[src/can_timing_cfg.svh]
`ifndef CAN_TIMING_CFG_SVH
`define CAN_TIMING_CFG_SVH

// register offsets
`define OFS_CONTROL 4'h0
`define OFS_SLEEP_ACK 4'h1
`define OFS_PRESCALE 4'h2
`define OFS_BIT_TIMING 4'h3
`define OFS_RX_FLAGS 4'h4
`define OFS_RX_ENABLES 4'h5
`define OFS_BIT_COUNT 4'h6
`define OFS_RX_BUFFER 4'h7

// control bits
`define BIT_INIT_REQUEST 0
`define BIT_SLEEP_REQUEST 1
`define BIT_STOP_IN_WAIT 2
`define BIT_WAKEUP_OPTION 3
`define BIT_CONTROLLER_ENABLE 7

// timing fields
`define BIT_TRIPLE_SAMPLE 7
`define SEG2_HI 6
`define SEG2_LO 4
`define SEG1_HI 3
`define SEG1_LO 0

// flag and enable bits
`define BIT_WAKEUP_FLAG 7
`define BIT_STATUS_FLAG 1
`define BIT_RECEIVE_FULL 0
`define BIT_OVERRUN_FLAG 2
`define BIT_WAKEUP_IRQ_EN 7

// reset values
`define RST_BIT_TIMING 8'h00
`define RST_CONTROL 8'h01
`define RST_PRESCALE 6'h00

// error levels
`define WARN_LEVEL 8'h60
`define PASSIVE_LEVEL 8'h80

`endif

[src/can_timing_pkg.sv]
`default_nettype none
package can_timing_pkg;
    // operating mode of the controller
    typedef enum logic [2:0] {
        MODE_DISABLED = 3'b000,
        MODE_NORMAL = 3'b001,
        MODE_SLEEP = 3'b010,
        MODE_POWER_DOWN = 3'b011
    } ctrl_mode_type;

    // processor power state as seen by the controller
    typedef enum logic [1:0] {
        CPU_RUN = 2'b00,
        CPU_WAIT = 2'b01,
        CPU_STOP = 2'b10
    } cpu_state_type;

    // bus state code reported for each error counter
    typedef enum logic [1:0] {
        BUS_OK = 2'b00,
        BUS_WARNING = 2'b01,
        BUS_ERROR = 2'b10,
        BUS_OFF = 2'b11
    } bus_state_type;
endpackage : can_timing_pkg
`default_nettype wire

[src/can_timing_power_interrupts.sv]
`include "can_timing_cfg.svh"
`default_nettype none
// Contract
// - timing write only in init
// - bit seven: majority of three
// - bits 6-4 seg two, 3-0 one
// - quantum = clock / (prescaler+1)
// - run: sleep only low-power state
// - wait, stop-in-wait: power-down
// - wait otherwise: keep operating
// - stop forces power-down
// - enable: disabled to normal
// - receive full after frame end
// - receive full again for next
// - bus activity wakes low power
// - wake needs sleep, option, enable
// - error irq on overrun or status
// - status change reports codes
// - pending while any flag set; wake only while its enable is set
// - write one clears; condition blocks
module can_timing_power_interrupts (
    input wire logic clk_sys, // clock
    input wire logic rst, // sync reset
    input wire logic [3:0] regAddr, // address
    input wire logic [7:0] regWrData, // write data
    input wire logic regWr, // write strobe
    input wire logic regRd, // read strobe
    output logic [7:0] regRdData, // read data
    input wire logic [1:0] cpuState, // cpu state
    input wire logic canRx, // bus pin, async
    input wire logic frameEnd, // good frame end
    input wire logic [7:0] frameData, // first frame byte
    input wire logic [7:0] txErrCount, // tx errors
    input wire logic [7:0] rxErrCount, // rx errors
    output logic rxBit, // resolved bit
    output logic samplePulse, // sample point
    output logic quantumTick, // quantum pulse
    output logic [2:0] modeState, // mode
    output logic rxIrq, // rx request
    output logic wakeIrq, // wake request
    output logic errIrq // error request
);
    // control and configuration
    logic [7:0] control_q; // control bits
    logic [7:0] bitTiming_q; // bit timing
    logic [5:0] prescale_q; // prescaler
    logic initAck_q; // init ack
    logic sleepAck_q; // sleep ack
    logic wakeIrqEn_q; // wake irq enable
    can_timing_pkg::ctrl_mode_type mode_q; // mode
    logic sleptBefore_q; // asleep at power-down
    // flags
    logic wakeFlag_q; // wake-up
    logic statusFlag_q; // status change
    logic overrunFlag_q; // overrun
    logic rxFull_q; // receive full
    can_timing_pkg::bus_state_type txState_q; // tx state
    can_timing_pkg::bus_state_type rxState_q; // rx state
    // pin synchroniser
    logic rxMeta_q; // stage one, read by stage two only
    logic rxSync_q; // stage two
    logic rxPrev_q; // for edge detect
    // bit timing engine
    logic [5:0] preCount_q; // prescaler count
    logic [4:0] quantaCount_q; // quantum index
    logic [2:0] samples_q; // last three samples
    // fifo interface
    logic fifoNotEmpty; // not empty
    logic fifoFull; // full
    logic [7:0] fifoHead; // head byte
    logic fifoPop; // pop
    logic pendingShift_q; // next head shows a cycle later

    // decoded helpers
    logic inInit; // initialization mode
    logic asleep; // sleep mode
    logic busEdge; // falling bus edge
    logic writeFlags; // flag write
    can_timing_pkg::bus_state_type txNow; // tx state now
    can_timing_pkg::bus_state_type rxNow; // rx state now

    // maps an error count onto a bus state code
    function automatic can_timing_pkg::bus_state_type stateOf(input logic [7:0] cnt,
                                                              input logic isTx);
        if (isTx && cnt == 8'hff) begin
            stateOf = can_timing_pkg::BUS_OFF;
        end else if (cnt >= `PASSIVE_LEVEL) begin
            stateOf = can_timing_pkg::BUS_ERROR;
        end else if (cnt >= `WARN_LEVEL) begin
            stateOf = can_timing_pkg::BUS_WARNING;
        end else begin
            stateOf = can_timing_pkg::BUS_OK;
        end
    endfunction : stateOf

    assign inInit = control_q[`BIT_INIT_REQUEST] && initAck_q;
    assign asleep = control_q[`BIT_SLEEP_REQUEST] && sleepAck_q;
    assign busEdge = rxPrev_q && !rxSync_q;
    assign writeFlags = regWr && (regAddr == `OFS_RX_FLAGS);
    assign txNow = stateOf(txErrCount, 1'b1);
    assign rxNow = stateOf(rxErrCount, 1'b0);

    // two-stage synchroniser for the receive pin
    always_ff @(posedge clk_sys) begin
        if (rst) begin
            rxMeta_q <= 1'b1;
            rxSync_q <= 1'b1;
            rxPrev_q <= 1'b1;
        end else begin
            rxMeta_q <= canRx;
            rxSync_q <= rxMeta_q;
            rxPrev_q <= rxSync_q;
        end
    end

    // control register; acks lag requests a cycle
    always_ff @(posedge clk_sys) begin
        if (rst) begin
            control_q <= `RST_CONTROL;
            initAck_q <= 1'b1;
            sleepAck_q <= 1'b0;
            wakeIrqEn_q <= 1'b0;
        end else begin
            if (regWr && regAddr == `OFS_CONTROL) begin
                control_q <= regWrData;
            end
            if (regWr && regAddr == `OFS_RX_ENABLES) begin
                wakeIrqEn_q <= regWrData[`BIT_WAKEUP_IRQ_EN];
            end
            initAck_q <= control_q[`BIT_INIT_REQUEST];
            // no sleep ack while disabled or in init
            sleepAck_q <= control_q[`BIT_SLEEP_REQUEST] && !control_q[`BIT_INIT_REQUEST]
                          && mode_q != can_timing_pkg::MODE_DISABLED;
        end
    end

    // timing registers, locked outside init
    always_ff @(posedge clk_sys) begin
        if (rst) begin
            bitTiming_q <= `RST_BIT_TIMING;
            prescale_q <= `RST_PRESCALE;
        end else if (regWr && inInit) begin
            if (regAddr == `OFS_BIT_TIMING) begin
                bitTiming_q <= regWrData;
            end
            if (regAddr == `OFS_PRESCALE) begin
                prescale_q <= regWrData[5:0];
            end
        end
    end

    // operating mode against processor state
    always_ff @(posedge clk_sys) begin
        if (rst) begin
            mode_q <= can_timing_pkg::MODE_DISABLED;
            sleptBefore_q <= 1'b0;
        end else begin
            case (mode_q)
                can_timing_pkg::MODE_DISABLED: begin
                    if (control_q[`BIT_CONTROLLER_ENABLE]) begin
                        mode_q <= can_timing_pkg::MODE_NORMAL;
                    end
                end
                can_timing_pkg::MODE_NORMAL, can_timing_pkg::MODE_SLEEP: begin
                    if (!control_q[`BIT_CONTROLLER_ENABLE]) begin
                        mode_q <= can_timing_pkg::MODE_DISABLED;
                    end else if (cpuState == can_timing_pkg::CPU_STOP) begin
                        mode_q <= can_timing_pkg::MODE_POWER_DOWN;
                        sleptBefore_q <= asleep;
                    end else if (cpuState == can_timing_pkg::CPU_WAIT
                                 && control_q[`BIT_STOP_IN_WAIT]) begin
                        mode_q <= can_timing_pkg::MODE_POWER_DOWN;
                        sleptBefore_q <= asleep;
                    end else if (asleep) begin
                        mode_q <= can_timing_pkg::MODE_SLEEP;
                    end else begin
                        mode_q <= can_timing_pkg::MODE_NORMAL;
                    end
                end
                can_timing_pkg::MODE_POWER_DOWN: begin
                    // leaving power-down restarts into normal mode
                    if (cpuState == can_timing_pkg::CPU_RUN
                        || (cpuState == can_timing_pkg::CPU_WAIT
                            && !control_q[`BIT_STOP_IN_WAIT])) begin
                        mode_q <= can_timing_pkg::MODE_NORMAL;
                    end
                end
                default: begin
                    mode_q <= can_timing_pkg::MODE_DISABLED;
                end
            endcase
        end
    end

    // quantum prescaler: divide by field plus one
    always_ff @(posedge clk_sys) begin
        if (rst || mode_q != can_timing_pkg::MODE_NORMAL) begin
            preCount_q <= 6'h00;
            quantumTick <= 1'b0;
        end else if (preCount_q >= prescale_q) begin
            preCount_q <= 6'h00;
            quantumTick <= 1'b1;
        end else begin
            preCount_q <= preCount_q + 6'h01;
            quantumTick <= 1'b0;
        end
    end

    // bit engine; sample at the end of segment one
    always_ff @(posedge clk_sys) begin
        if (rst || mode_q != can_timing_pkg::MODE_NORMAL || inInit) begin
            quantaCount_q <= 5'h00;
            samples_q <= 3'h7;
            samplePulse <= 1'b0;
            rxBit <= 1'b1;
        end else begin
            samplePulse <= 1'b0;
            if (quantumTick) begin
                samples_q <= {samples_q[1:0], rxSync_q};
                // total length 1 + (seg1+1) + (seg2+1) quanta
                if (quantaCount_q == 5'd2 + {1'b0, bitTiming_q[`SEG1_HI:`SEG1_LO]}
                                     + {2'h0, bitTiming_q[`SEG2_HI:`SEG2_LO]}) begin
                    quantaCount_q <= 5'h00;
                end else begin
                    quantaCount_q <= quantaCount_q + 5'h01;
                end
                // sample point is the last quantum of segment one
                if (quantaCount_q == 5'd1 + {1'b0, bitTiming_q[`SEG1_HI:`SEG1_LO]}) begin
                    samplePulse <= 1'b1;
                    if (bitTiming_q[`BIT_TRIPLE_SAMPLE]) begin
                        // majority of the two earlier quanta and this one
                        rxBit <= (samples_q[0] & samples_q[1]) | (samples_q[0] & rxSync_q)
                                 | (samples_q[1] & rxSync_q);
                    end else begin
                        rxBit <= rxSync_q;
                    end
                end
            end
        end
    end

    // receive fifo holding the first byte of each message
    rx_buffer_mem rxFifo (
        .clk_sys(clk_sys),
        .rst(rst),
        .wrEn(frameEnd && mode_q == can_timing_pkg::MODE_NORMAL && !inInit),
        .wrData(frameData),
        .rdEn(fifoPop),
        .rdData(fifoHead),
        .notEmpty(fifoNotEmpty),
        .full(fifoFull)
    );

    // clearing receive full pops the fifo
    assign fifoPop = writeFlags && regWrData[`BIT_RECEIVE_FULL] && rxFull_q;

    // receive full: set once a message is shown
    always_ff @(posedge clk_sys) begin
        if (rst) begin
            rxFull_q <= 1'b0;
            pendingShift_q <= 1'b0;
        end else begin
            pendingShift_q <= fifoPop;
            if (!rxFull_q && !pendingShift_q && !fifoPop && fifoNotEmpty) begin
                rxFull_q <= 1'b1;
            end else if (fifoPop) begin
                rxFull_q <= 1'b0;
            end
        end
    end

    // wake-up, overrun and status-change flags; set beats clear
    always_ff @(posedge clk_sys) begin
        if (rst) begin
            wakeFlag_q <= 1'b0;
            overrunFlag_q <= 1'b0;
            statusFlag_q <= 1'b0;
            txState_q <= can_timing_pkg::BUS_OK;
            rxState_q <= can_timing_pkg::BUS_OK;
        end else begin
            if ((mode_q == can_timing_pkg::MODE_SLEEP
                 || (mode_q == can_timing_pkg::MODE_POWER_DOWN && sleptBefore_q))
                && control_q[`BIT_WAKEUP_OPTION] && busEdge) begin
                wakeFlag_q <= 1'b1;
            end else if (writeFlags && regWrData[`BIT_WAKEUP_FLAG]) begin
                wakeFlag_q <= 1'b0;
            end
            if (frameEnd && fifoFull) begin
                overrunFlag_q <= 1'b1;
            end else if (writeFlags && regWrData[`BIT_OVERRUN_FLAG]) begin
                overrunFlag_q <= 1'b0;
            end
            if (txNow != txState_q || rxNow != rxState_q) begin
                statusFlag_q <= 1'b1;
                txState_q <= txNow;
                rxState_q <= rxNow;
            end else if (writeFlags && regWrData[`BIT_STATUS_FLAG]) begin
                statusFlag_q <= 1'b0;
            end
        end
    end

    // requests stay high while a source flag is set; wake also needs its enable
    always_ff @(posedge clk_sys) begin
        if (rst) begin
            rxIrq <= 1'b0;
            wakeIrq <= 1'b0;
            errIrq <= 1'b0;
        end else begin
            rxIrq <= rxFull_q;
            wakeIrq <= wakeFlag_q && wakeIrqEn_q;
            errIrq <= overrunFlag_q || statusFlag_q;
        end
    end

    // mode output and read port
    always_ff @(posedge clk_sys) begin
        if (rst) begin
            modeState <= 3'h0;
            regRdData <= 8'h00;
        end else begin
            modeState <= mode_q;
            regRdData <= 8'h00;
            if (regRd) begin
                case (regAddr)
                    `OFS_CONTROL: regRdData <= control_q;
                    `OFS_SLEEP_ACK: regRdData <= {6'h00, sleepAck_q, initAck_q};
                    `OFS_PRESCALE: regRdData <= {2'h0, prescale_q};
                    `OFS_BIT_TIMING: regRdData <= bitTiming_q;
                    `OFS_RX_FLAGS: regRdData <= {wakeFlag_q, rxState_q, txState_q,
                                                 overrunFlag_q, statusFlag_q, rxFull_q};
                    `OFS_RX_ENABLES: regRdData <= {wakeIrqEn_q, 7'h00};
                    `OFS_BIT_COUNT: regRdData <= {3'h0, quantaCount_q};
                    `OFS_RX_BUFFER: regRdData <= fifoHead;
                    default: regRdData <= 8'h00;
                endcase
            end
        end
    end
endmodule : can_timing_power_interrupts
`default_nettype wire

[src/rx_buffer_mem.sv]
`default_nettype none
// small receive FIFO; read data comes out of a register
module rx_buffer_mem (
    input wire logic clk_sys, // system clock
    input wire logic rst, // synchronous reset
    input wire logic wrEn, // push
    input wire logic [7:0] wrData, // push word
    input wire logic rdEn, // pop
    output logic [7:0] rdData, // head, registered
    output logic notEmpty, // not empty
    output logic full // full
);
    logic [7:0] mem [0:3]; // storage words
    logic [1:0] wrPtr_q; // write pointer
    logic [1:0] rdPtr_q; // read pointer
    logic [2:0] count_q; // words held

    // storage write and registered head read
    always_ff @(posedge clk_sys) begin
        if (wrEn && !full) begin
            mem[wrPtr_q] <= wrData;
        end
        rdData <= mem[rdPtr_q];
    end

    // pointers and fill count
    always_ff @(posedge clk_sys) begin
        if (rst) begin
            wrPtr_q <= 2'h0;
            rdPtr_q <= 2'h0;
            count_q <= 3'h0;
        end else begin
            if (wrEn && !full) begin
                wrPtr_q <= wrPtr_q + 2'h1;
            end
            if (rdEn && notEmpty) begin
                rdPtr_q <= rdPtr_q + 2'h1;
            end
            count_q <= count_q + {2'h0, (wrEn && !full)} - {2'h0, (rdEn && notEmpty)};
        end
    end

    assign notEmpty = (count_q != 3'h0);
    assign full = (count_q == 3'h4);
endmodule : rx_buffer_mem
`default_nettype wire

[config.mk]
export PLATFORM = sky130hd
export DESIGN_NAME = can_timing_power_interrupts
export DESIGN_NICKNAME = d
export VERILOG_FILES = /design/src/can_timing_pkg.sv /design/src/can_timing_power_interrupts.sv /design/src/rx_buffer_mem.sv
export VERILOG_INCLUDE_DIRS = /design/src
export SDC_FILE = /design/constraint.sdc
export NUM_CORES = 1
export LEC_CHECK = 0
export ABC_AREA = 1
export ABC_CLOCK_PERIOD_IN_PS = 3100
export BUFFER_PORTS_ARGS = -buffer_cell sky130_fd_sc_hd__buf_2
export CAP_MARGIN = 20
export CORE_ASPECT_RATIO = 1.25
export CORE_MARGIN = 2
export CORE_UTILIZATION = 42
export DETAILED_ROUTE_END_ITERATION = 8
export GPL_ROUTABILITY_DRIVEN = 0
export PLACE_DENSITY = 0.65
export SLEW_MARGIN = 0
export SYNTH_ARGS = -nofsm -noshare
export SYNTH_HDL_FRONTEND = slang
export SYNTH_HIERARCHICAL = 1
export SYNTH_SLANG_ARGS = --single-unit
[constraint.sdc]
create_clock -name clk_sys -period 3.1 [get_ports clk_sys]
set_clock_uncertainty 0.2 [all_clocks]
set_input_delay 0 -clock clk_sys [delete_from_list [all_inputs] [get_ports clk_sys]]
set_output_delay 0 -clock clk_sys [all_outputs]
set_load 0.02 [all_outputs]
==> results.ini, run 1 <==
[power]
p_seq_share_pct = 42.8
ir_drop_mv = 0.3789
p_int_mw = 2.856
p_sw_share_pct = 23.08
p_switching_uw = 856.8
p_clk_share_pct = 51.4
powerDensity_nw_per_um2 = 553.1
p_total_mw = 3.713
combPwrFrac_pct = 5.8
p_leak_nw = 2.840

[setup_path]
crit_fanout = 7
end_kind = flip-flop
critPathLaunch = regAddr[0]
crit_required_ns = 3.25
path_buf_inv = 4
cp-start-kind = input pin
critPathTopFamily = simple AND/OR/NAND/NOR gates
cp_slowest_cell = dlygate4sd3_1
critical_path_arrival_ns = 2.95
critPathKind = in -> reg
crit_chain = dlygate4sd3_1 -> buf_2 -> nor2_1 -> nand2_1 -> nor2_2 -> nand2_1 -> nor2_1 -> a21boi_0 -> ha_1 -> inv_1 -> ha_1 -> inv_1 -> fa_1 -> nand3_1 -> nand2_1 -> nor2_1
slowest_delay_ns = 0.55
r2r-start = mode_q[1]$_SDFFE_PP0P_

[detailed_routing]
viasPerCell = 4.883
ant_nets = 0
routed-via-count = 4448
drtIter0Drc = 255
wl_per_cell_um = 13.64
drc = 0
firstDrtPassIters = 4
wl_um = 12430

[synth]
muxShareOfSynthArea_pct = 0
synth_edf_count = 32
ys_warn_count = 6
synth_top_family_by_area = simple AND/OR/NAND/NOR gates
synthesis.nets = 693
ys_types = 40
synthArstFlopShare_pct = 0
synth-seq-area-share_pct = 50.39
synth_compound_area_share_pct = 12.22
ys_ff_latch = 116
synth-adder-area-share_pct = 6.729
synth-main-ff-cell = dfxtp_1
syn_avg_cell_area_sq_um = 8.431
synthCells = 622
synth_xor_area_share_pct = 1.670
synthesis.area_sq_um = 5244
synthSimpleGateAreaFrac_pct = 21.14

[grt]
grt_usage_pct = 19.24
grt_pass1_wl_um = 20400
antenna_found_initial = 0
grt_pass1_vias = 4441
grt_max_degree = 28
grt_remaining_overflow = 0

[clocking]
cts_buffers = 17
path_clk_slew_ns = 0.06
clock-sinks = 116
cts_resized = 0
root_buffer = clkbuf_16
clk_latency_ns = 0.41
htree_levels = 4
cts_tree = built
cts_buffer_depth = 2

[cells_and_area]
fin_area_sq_um = 6713
n_antenna_cell = 0
layout.cells.non_filler = 911
fillers = 1124
area.sequential_sq_um = 2643
multi_input_comb_area_sq_um = 2193
num-nets-final = 805
area_growth_pct = 28.01
drive_above_1_share_pct = 14.46

[timing]
rsz0062_at_grt = no
tns_ns = 0
slew_viol_final = 0
fmax_mhz = 357.4
setup_violations = 0
fin_crit_ns = 2.798
hold_violations = 0
slew_headroom_pct = 45.11
fin_crit_sh_pct = 90.26
worst_pin_slew_ns = 0.8203

[placement]
dpl.hpwl_um = 8977
port_buffers = 54
dpl.cell_count = 831
dpl-instance-area_sq_um = 5650

[floorplanning]
core-area_sq_um = 12160
die_h_um = 128.9
dieArea_sq_um = 13400
start_util_pct = 43.12
rows = 45
io_pins = 61
die_width_um = 103.9

[worst_hold_path]
holdCritStartpoint = cpuState[0]
hp-class = in -> reg

[outcome]
run_status = finished, final reports clean

[run]
maxCapViolCount = 0

[power by group through the flow]
stage          logic [mW]  registers, mW  clock network [mW]
2_1_floorplan      0.0985           1.62                   0
3_3_place_gp        0.167           1.62                   0
3_5_place_dp        0.172           1.62                   0
4_1_cts             0.214           1.59                1.93
5_1_grt             0.241           1.59                1.99
6_report            0.216           1.59                1.91
[registers in the layout, indices dropped and copies added (netlist names), 3 cells and up]
signal / count
preCount_q: 6
regRdData: 8
bitTiming_q: 8
prescale_q: 6
rxFifo/count_q: 3
control_q: 8
rxFifo/rdData: 8
quantaCount_q: 5
rxFifo/mem: 32
[worst paths after layout]
path,to,depth (start not counted),slack [ns]
max,rxFifo/count_q[2]$_SDFF_PP0_,16,0.30
max reg2reg,rxFifo/count_q[2]$_SDFF_PP0_,13,0.49
min,mode_q[0]$_SDFFE_PP0P_,6,0.01
min reg2reg,rxSync_q$_SDFF_PP1_,1,0.22
[layout by cell type, fill, tap and decap left out, types with 6 or more instances in the layout]
master         count
nand4_1           11
inv_1             81
nor3_1             6
nand3_1           28
edfxtp_1          32
o21ai_0           47
clkbuf_16         17
ha_1              25
nor2_1            84
nand2_1          108
buf_2             54
dlygate4sd3_1     48
a21oi_1           44
nor2_4             6
o22ai_1           10
dfxtp_1           84
[layout make-up]
class	count	area share [%]
Clock buffer	17	6.337
Timing Repair Buffer	105	11.52
Clock inverter	15	2.330
Sequential cell	116	39.37
Tap cell	164	3.057
Inverter	83	4.716
Multi-Input combinational cell	411	32.67
[cell families after synthesis]
group                      after synthesis
buffers and inverters                   95
other                                    1
AOI/OAI and AO/OA                      118
xor gates and xnor gates                10
and+or+nand+nor                        255
DFF                                    116
adders and majority gates               27
[synth_stat cells (10+ instances only)]
master | count | share of area [%]
inv_1 | 81 | 5.8
nand2_1 | 108 | 7.7
dfxtp_1 | 84 | 32
nand3_1 | 28 | 2.7
nand4_1 | 11 | 1.3
o21ai_0 | 47 | 4.5
edfxtp_1 | 32 | 18
nor2_1 | 84 | 6.0
a21oi_1 | 44 | 4.2
ha_1 | 25 | 6.0
o22ai_1 | 10 | 1.2
[worst min-delay path: cells and delay by family]
family                 cells  cell delay [ns]
AND/OR/NAND/NOR            2             0.10
buffers and inverters      1             0.10
AO/OA/AOI/OAI              3             0.38
[metrics by stage]
step | util (%) | setup slack, ns | hold slack (ns)
global placement | 46.46 | 0.5574 | -0.01729
global route | 55.20 | 0.04601 | 0.06425
floorplan | - | 0.7518 | -0.1333
CTS | 55.20 | 0.2941 | 0.01212
finish | 55.20 | 0.3021 | 0.01498
detailed placement | 46.46 | 0.4175 | -0.01016
[routing by layer]
layer / wire, um / vias to the layer above / GRT usage [%]
met5: 0 / - / 0
met4: 368 / 0 / 10.02
met3: 496 / 31 / 4.661
met2: 6466 / 113 / 35.41
met1: 5094 / 2035 / 20.52
li1: - / 2269 / -
[timing repair]
action | in CTS | in global routing
buffers inserted | 0 | 0
hold endpoints to repair | 89 | 0
hold buffers | 48 | 0
Note: power is estimated with default switching activity, not from simulation.
==> inputs of run 2 (changes only) <==
Settings changed: ABC_CLOCK_PERIOD_IN_PS 3100 to 2890, TNS_END_PERCENT set to 50.
Clock period 3.1 ns to 2.89 ns, I/O delays scaled along.
==> run 2 against run 1 <==
Compared with the run above:
- worst setup slack got worse by 0.082 ns
- final area hardly changed
- critical path depth is 1 lower
- core utilization about the same
- die area unchanged
- flip-flop and latch count unchanged
- hold slack better by 0.13 ns
- cell count grew 0.11%
- register-to-register slack worse by 0.15 ns
==> results.ini, run 2 (synthesis gave the netlist of run 1 again) <==
[outcome]
run_status = finished, final reports clean

[grt]
grt_max_degree = 31  ; +11%
grt_usage_pct = 19.16  ; -0.085 points
antenna_found_initial = 0  ; unchanged
grt_remaining_overflow = 0  ; unchanged
grt_pass1_vias = 4392  ; -1.1%
grt_pass1_wl_um = 20160  ; -1.2%

[placement]
dpl.cell_count = 833  ; +0.24%
dpl-instance-area_sq_um = 5665  ; +0.27%
dpl.hpwl_um = 8800  ; -2.0%
port_buffers = 54  ; unchanged

[clocking]
htree_levels = 4  ; unchanged
cts_buffer_depth = 2  ; unchanged
cts_tree = built
path_clk_slew_ns = 0.05  ; about the same
clk_latency_ns = 0.41  ; about the same
root_buffer = clkbuf_16
clock-sinks = 116  ; unchanged
cts_buffers = 17  ; unchanged

[cells_and_area]
drive_above_1_share_pct = 14.04  ; -0.42 points
area_growth_pct = 28.11  ; about the same
largest-register = rxFifo/mem
largest_reg_flops = 32  ; unchanged
layout.cells.non_filler = 912  ; +0.11%
final_common_cell = nand2_1
final_cell_mix = 108 x nand2_1, 84 x dfxtp_1, 83 x nor2_1
fin_area_sq_um = 6718  ; about the same
num-nets-final = 806  ; +0.12%
fillers = 1104  ; -1.8%
n_antenna_cell = 0  ; unchanged

[timing]
setup_violations = 0  ; unchanged
worst_pin_slew_ns = 0.7816  ; -0.03873 ns
fmax_mhz = 374.5
slew_viol_final = 0  ; unchanged
fin_crit_ns = 2.670
hold_violations = 0  ; unchanged
slew_headroom_pct = 47.82  ; +2.7 points
fin_crit_sh_pct = 92.39
tns_ns = 0  ; unchanged

[setup_path]
end_kind = flip-flop
crit_fanout = 7  ; unchanged
cp-start-kind = input pin
crit_required_ns = 2.99  ; -0.26 ns
critical_path_arrival_ns = 2.77  ; -0.18 ns
critPathKind = in -> reg

[detailed_routing]
wl_um = 12430  ; about the same
viasPerCell = 4.957  ; +1.5%
firstDrtPassIters = 5  ; +1
wl_per_cell_um = 13.63  ; about the same
drc = 0  ; unchanged
drtIter0Drc = 245  ; -3.9%
ant_nets = 0  ; unchanged
routed-via-count = 4521  ; +1.6%

[floorplanning]
die_width_um = 103.9  ; unchanged
io_pins = 61  ; unchanged
die_h_um = 128.9  ; unchanged
dieArea_sq_um = 13400  ; unchanged
start_util_pct = 43.12  ; unchanged
core-area_sq_um = 12160  ; unchanged
rows = 45  ; unchanged

[power]
p_leak_nw = 2.837  ; -0.11%
ir_drop_mv = 0.4343  ; +15%
powerDensity_nw_per_um2 = 591.3  ; +6.9%
p_total_mw = 3.972  ; +7.0%

[run]
maxCapViolCount = 0  ; unchanged

[worst_hold_path]
hp-class = in -> reg

## run 2: cell count changes in the layout (fill, tap and decap cells not counted), sizes merged
cell,before,now
buf,57,59
dlygate4sd3,48,47
bufinv,2,3
clkbuf,17,20
inv,86,83
clkinvlp,4,3
## run 2: layout make-up
class	count	area, sq um	share of cell area, %
flip-flops and latches	116	2643	39.34
multi-input cells	411	2201	32.76
repair buffers	106	778.2	11.59
clock buffers	20	436.7	6.500
inverters	83	316.6	4.712
well taps	164	205.2	3.055
clock inverters	12	137.6	2.049
## run 2: what timing repair did
item	4_1_cts	5_1_grt
endpoints found under the setup margin	0	2
gates resized for setup	0	2
hold buffers	47	0
buffers inserted	0	0
endpoints found under the hold margin	87	0
## run 2: path summary, 6_finish.rpt
path                               start                           end  slack, ns  cells after the start
hold / removal              frameData[7]    rxFifo/mem[3][7]$_DFFE_PP_       0.14                      2
hold reg to reg      rxMeta_q$_SDFF_PP1_           rxSync_q$_SDFF_PP1_       0.21                      1
setup reg to reg  mode_q[1]$_SDFFE_PP0P_  rxFifo/count_q[2]$_SDFF_PP0_       0.34                     12
setup / recovery              regAddr[0]  rxFifo/count_q[2]$_SDFF_PP0_       0.22                     15
## run 2: metrics by stage
| stage | util [%] | hold WS (ns) | setup WS [ns] |
|---|---|---|---|
| after detailed placement | 46.58 | -0.01243 | 0.3189 |
| final | 55.24 | 0.1401 | 0.2199 |
| after global routing | 55.24 | 0.1518 | -0.05054 |
| after global placement | 46.58 | -0.01769 | 0.3574 |
| after CTS | 55.17 | 0.1236 | 0.1738 |
| after floorplan | - | -0.1333 | 0.5418 |
## run 2: power by group
part / switching [mW] / total, mW / internal, mW
registers: 0.0158 / 1.71 / 1.69
logic: 0.130 / 0.232 / 0.102
clock network: 0.696 / 2.03 / 1.34
## run 2: worst max-delay path, cell delays in order
cell           delay [ns]
dlygate4sd3_1        0.55
buf_2                0.17
nor2_1               0.15
nand2_1              0.19
nor2_4               0.16
nand2_1              0.11
nor2_2               0.17
a21boi_0             0.20
ha_1                 0.25
inv_1                0.06
ha_1                 0.13
inv_1                0.05
fa_1                 0.40
a21oi_1              0.12
nor2_1               0.06
## run 2: metal layers
layer	up-vias	GRT usage [%]	share of wire, %
li1	2265	-	-
met1	2107	20.53	40
met2	113	35.64	53
met3	36	3.850	3.5
met4	0	10.17	3.3
met5	-	0	0
==> inputs of run 3 (changes only) <==
Settings changed: MAX_ROUTING_LAYER set to met4.
==> run 3 against run 2 <==
Compared with the run above:
- non-clock buffer count did not move
- final area did not move
- global-route usage rose by 0.62 points
- sequential power barely moved
- critical endpoint unchanged
- highest routed layer unchanged
==> results.ini, run 3 (synthesis gave the netlist of run 1 again) <==
[outcome]
run_status = finished, final reports clean

[worst_hold_path]
holdCritStartpoint = frameData[7]
whs_endpoint = rxFifo/mem[3][7]$_DFFE_PP_
hp-class = in -> reg
whs_path_depth = 2  ; unchanged

[clocking]
htree_levels = 4  ; unchanged
cts_buffers = 17  ; unchanged
post_cts_buffers = 0  ; unchanged
cts_tree = built
clock-sinks = 116  ; unchanged
clk_latency_ns = 0.41  ; about the same
root_buffer = clkbuf_16
cts_buffer_depth = 2  ; unchanged
path_clk_slew_ns = 0.05  ; about the same

[timing]
setup_violations = 0  ; unchanged
fin_crit_ns = 2.672  ; +0.001706 ns
worst_pin_slew_ns = 0.7820  ; +0.0004103 ns
fin_crit_sh_pct = 92.45  ; about the same
slew_headroom_pct = 47.80  ; about the same
hold_violations = 0  ; unchanged
slew_viol_final = 0  ; unchanged
fmax_mhz = 374.3  ; about the same

[setup_path]
r2r-start = mode_q[1]$_SDFFE_PP0P_
critical_path_arrival_ns = 2.77  ; about the same
crit_fanout = 5  ; -2
reg2regPathDepth = 12  ; unchanged
critPathKind = in -> reg
end_kind = flip-flop
rr_endpoint = rxFifo/count_q[2]$_SDFF_PP0_
ff2ff_setup_slack_ns = 0.34  ; about the same
crit_required_ns = 2.99  ; about the same
cp-start-kind = input pin

[power]
p_leak_nw = 2.837  ; unchanged
powerDensity_nw_per_um2 = 590.5  ; -0.13%
ir_drop_mv = 0.4362  ; +0.43%

[cells_and_area]
fin_area_sq_um = 6718  ; unchanged
final_common_cell = nand2_1
n_antenna_cell = 0  ; unchanged
layout.cells.non_filler = 912  ; unchanged
final_cell_mix = 108 x nand2_1, 84 x dfxtp_1, 83 x nor2_1
area_growth_pct = 28.11  ; unchanged
largest_reg_flops = 32  ; unchanged
drive_above_1_share_pct = 14.04  ; unchanged
num-nets-final = 806  ; unchanged
largest-register = rxFifo/mem

[grt]
antenna_found_initial = 0  ; unchanged
grt_pass1_vias = 4391  ; -0.023%
grt_remaining_overflow = 0  ; unchanged
grt_max_degree = 31  ; unchanged
grt_pass1_wl_um = 20160  ; unchanged
grt_usage_pct = 19.78  ; +0.62 points

[placement]
dpl-instance-area_sq_um = 5665  ; unchanged
dpl.hpwl_um = 8800  ; unchanged
dpl.cell_count = 833  ; unchanged
port_buffers = 54  ; unchanged

[run]
maxCapViolCount = 0  ; unchanged

[floorplanning]
start_util_pct = 43.12  ; unchanged
rows = 45  ; unchanged
core-area_sq_um = 12160  ; unchanged
io_pins = 61  ; unchanged
die_h_um = 128.9  ; unchanged
die_width_um = 103.9  ; unchanged
dieArea_sq_um = 13400  ; unchanged

[detailed_routing]
wl_met2_um = 6500  ; -0.88%
drc = 0  ; unchanged
wl_um = 12400  ; -0.26%
routed-via-count = 4512  ; -0.20%
viasPerCell = 4.947  ; -0.20%
wl_met1_um = 5088  ; +1.2%
ant_nets = 0  ; unchanged
wl_per_cell_um = 13.60  ; -0.26%
highest-signal-layer = met4
firstDrtPassIters = 5  ; unchanged
drtIter0Drc = 240  ; -2.0%
wl_met3_um = 406  ; -6.9%

==> run 3: cell type report <==
cell class,instances,area (sq um)
tap,164,205.2
inverter,83,316.6
sequential,116,2643
fill,1104,5444
timing repair buffer,106,778.2
multi-input combinational,411,2201
clock inverter,12,137.6
clock buffer,20,436.7
==> run 3: worst max-delay path by stage <==
stage          slack [ns]                            to  cells after the start              startpoint
2_1_floorplan        0.54  rxFifo/count_q[2]$_SDFF_PP0_                     12  mode_q[1]$_SDFFE_PP0P_
3_3_place_gp         0.36  rxFifo/count_q[2]$_SDFF_PP0_                     15              regAddr[2]
3_5_place_dp         0.32  rxFifo/count_q[2]$_SDFF_PP0_                     15              regAddr[2]
4_1_cts              0.17  rxFifo/count_q[2]$_SDFF_PP0_                     15              regAddr[0]
5_1_grt             -0.05  rxFifo/count_q[2]$_SDFF_PP0_                     16              regAddr[0]
6_report             0.22  rxFifo/count_q[2]$_SDFF_PP0_                     16              regAddr[2]
==> run 3: per-layer routing <==
| layer | global-route usage, % | vias up |
|---|---|---|
| li1 | - | 2268 |
| met1 | 20.27 | 2082 |
| met2 | 35.95 | 126 |
| met3 | 3.951 | 36 |
| met4 | 10.17 | 0 |
| met5 | - | - |
==> run 3: per-stage QoR <==
stage               power (mW)  utilization, %  TNS [ns]  hold WS, ns  setup WS (ns)
finish                   3.967           55.24         0       0.1424         0.2182
global route             4.097           55.24  -0.04908       0.1503       -0.04908
CTS                      3.996           55.17         0       0.1236         0.1738
detailed placement       1.925           46.58         0     -0.01243         0.3189
global placement         1.919           46.58         0     -0.01769         0.3574
floorplan                1.848               -         0      -0.1333         0.5418
==> run 3: report_power, final <==
group	switching (mW)	internal [mW]	total, mW
logic	0.130	0.102	0.232
clock network	0.691	1.34	2.03
registers	0.0158	1.69	1.71
==> run 3: repair_timing <==
item	in CTS	in global routing
endpoints found under the setup margin	0	2
hold buffers	47	0
gates resized for setup	0	2
endpoints found under the hold margin	87	0
==> run 3: worst max-delay path, stage by stage <==
cell and delay, ns:
dlygate4sd3_1 0.53, buf_2 0.15, inv_1 0.08, nor2_4 0.12, nand2_1 0.17, nor2_4 0.16, nand2_1 0.11, nor2_2 0.17
a21boi_0 0.20, ha_1 0.25, inv_1 0.06, ha_1 0.13, inv_1 0.05, fa_1 0.40, a21oi_1 0.12, nor2_1 0.06
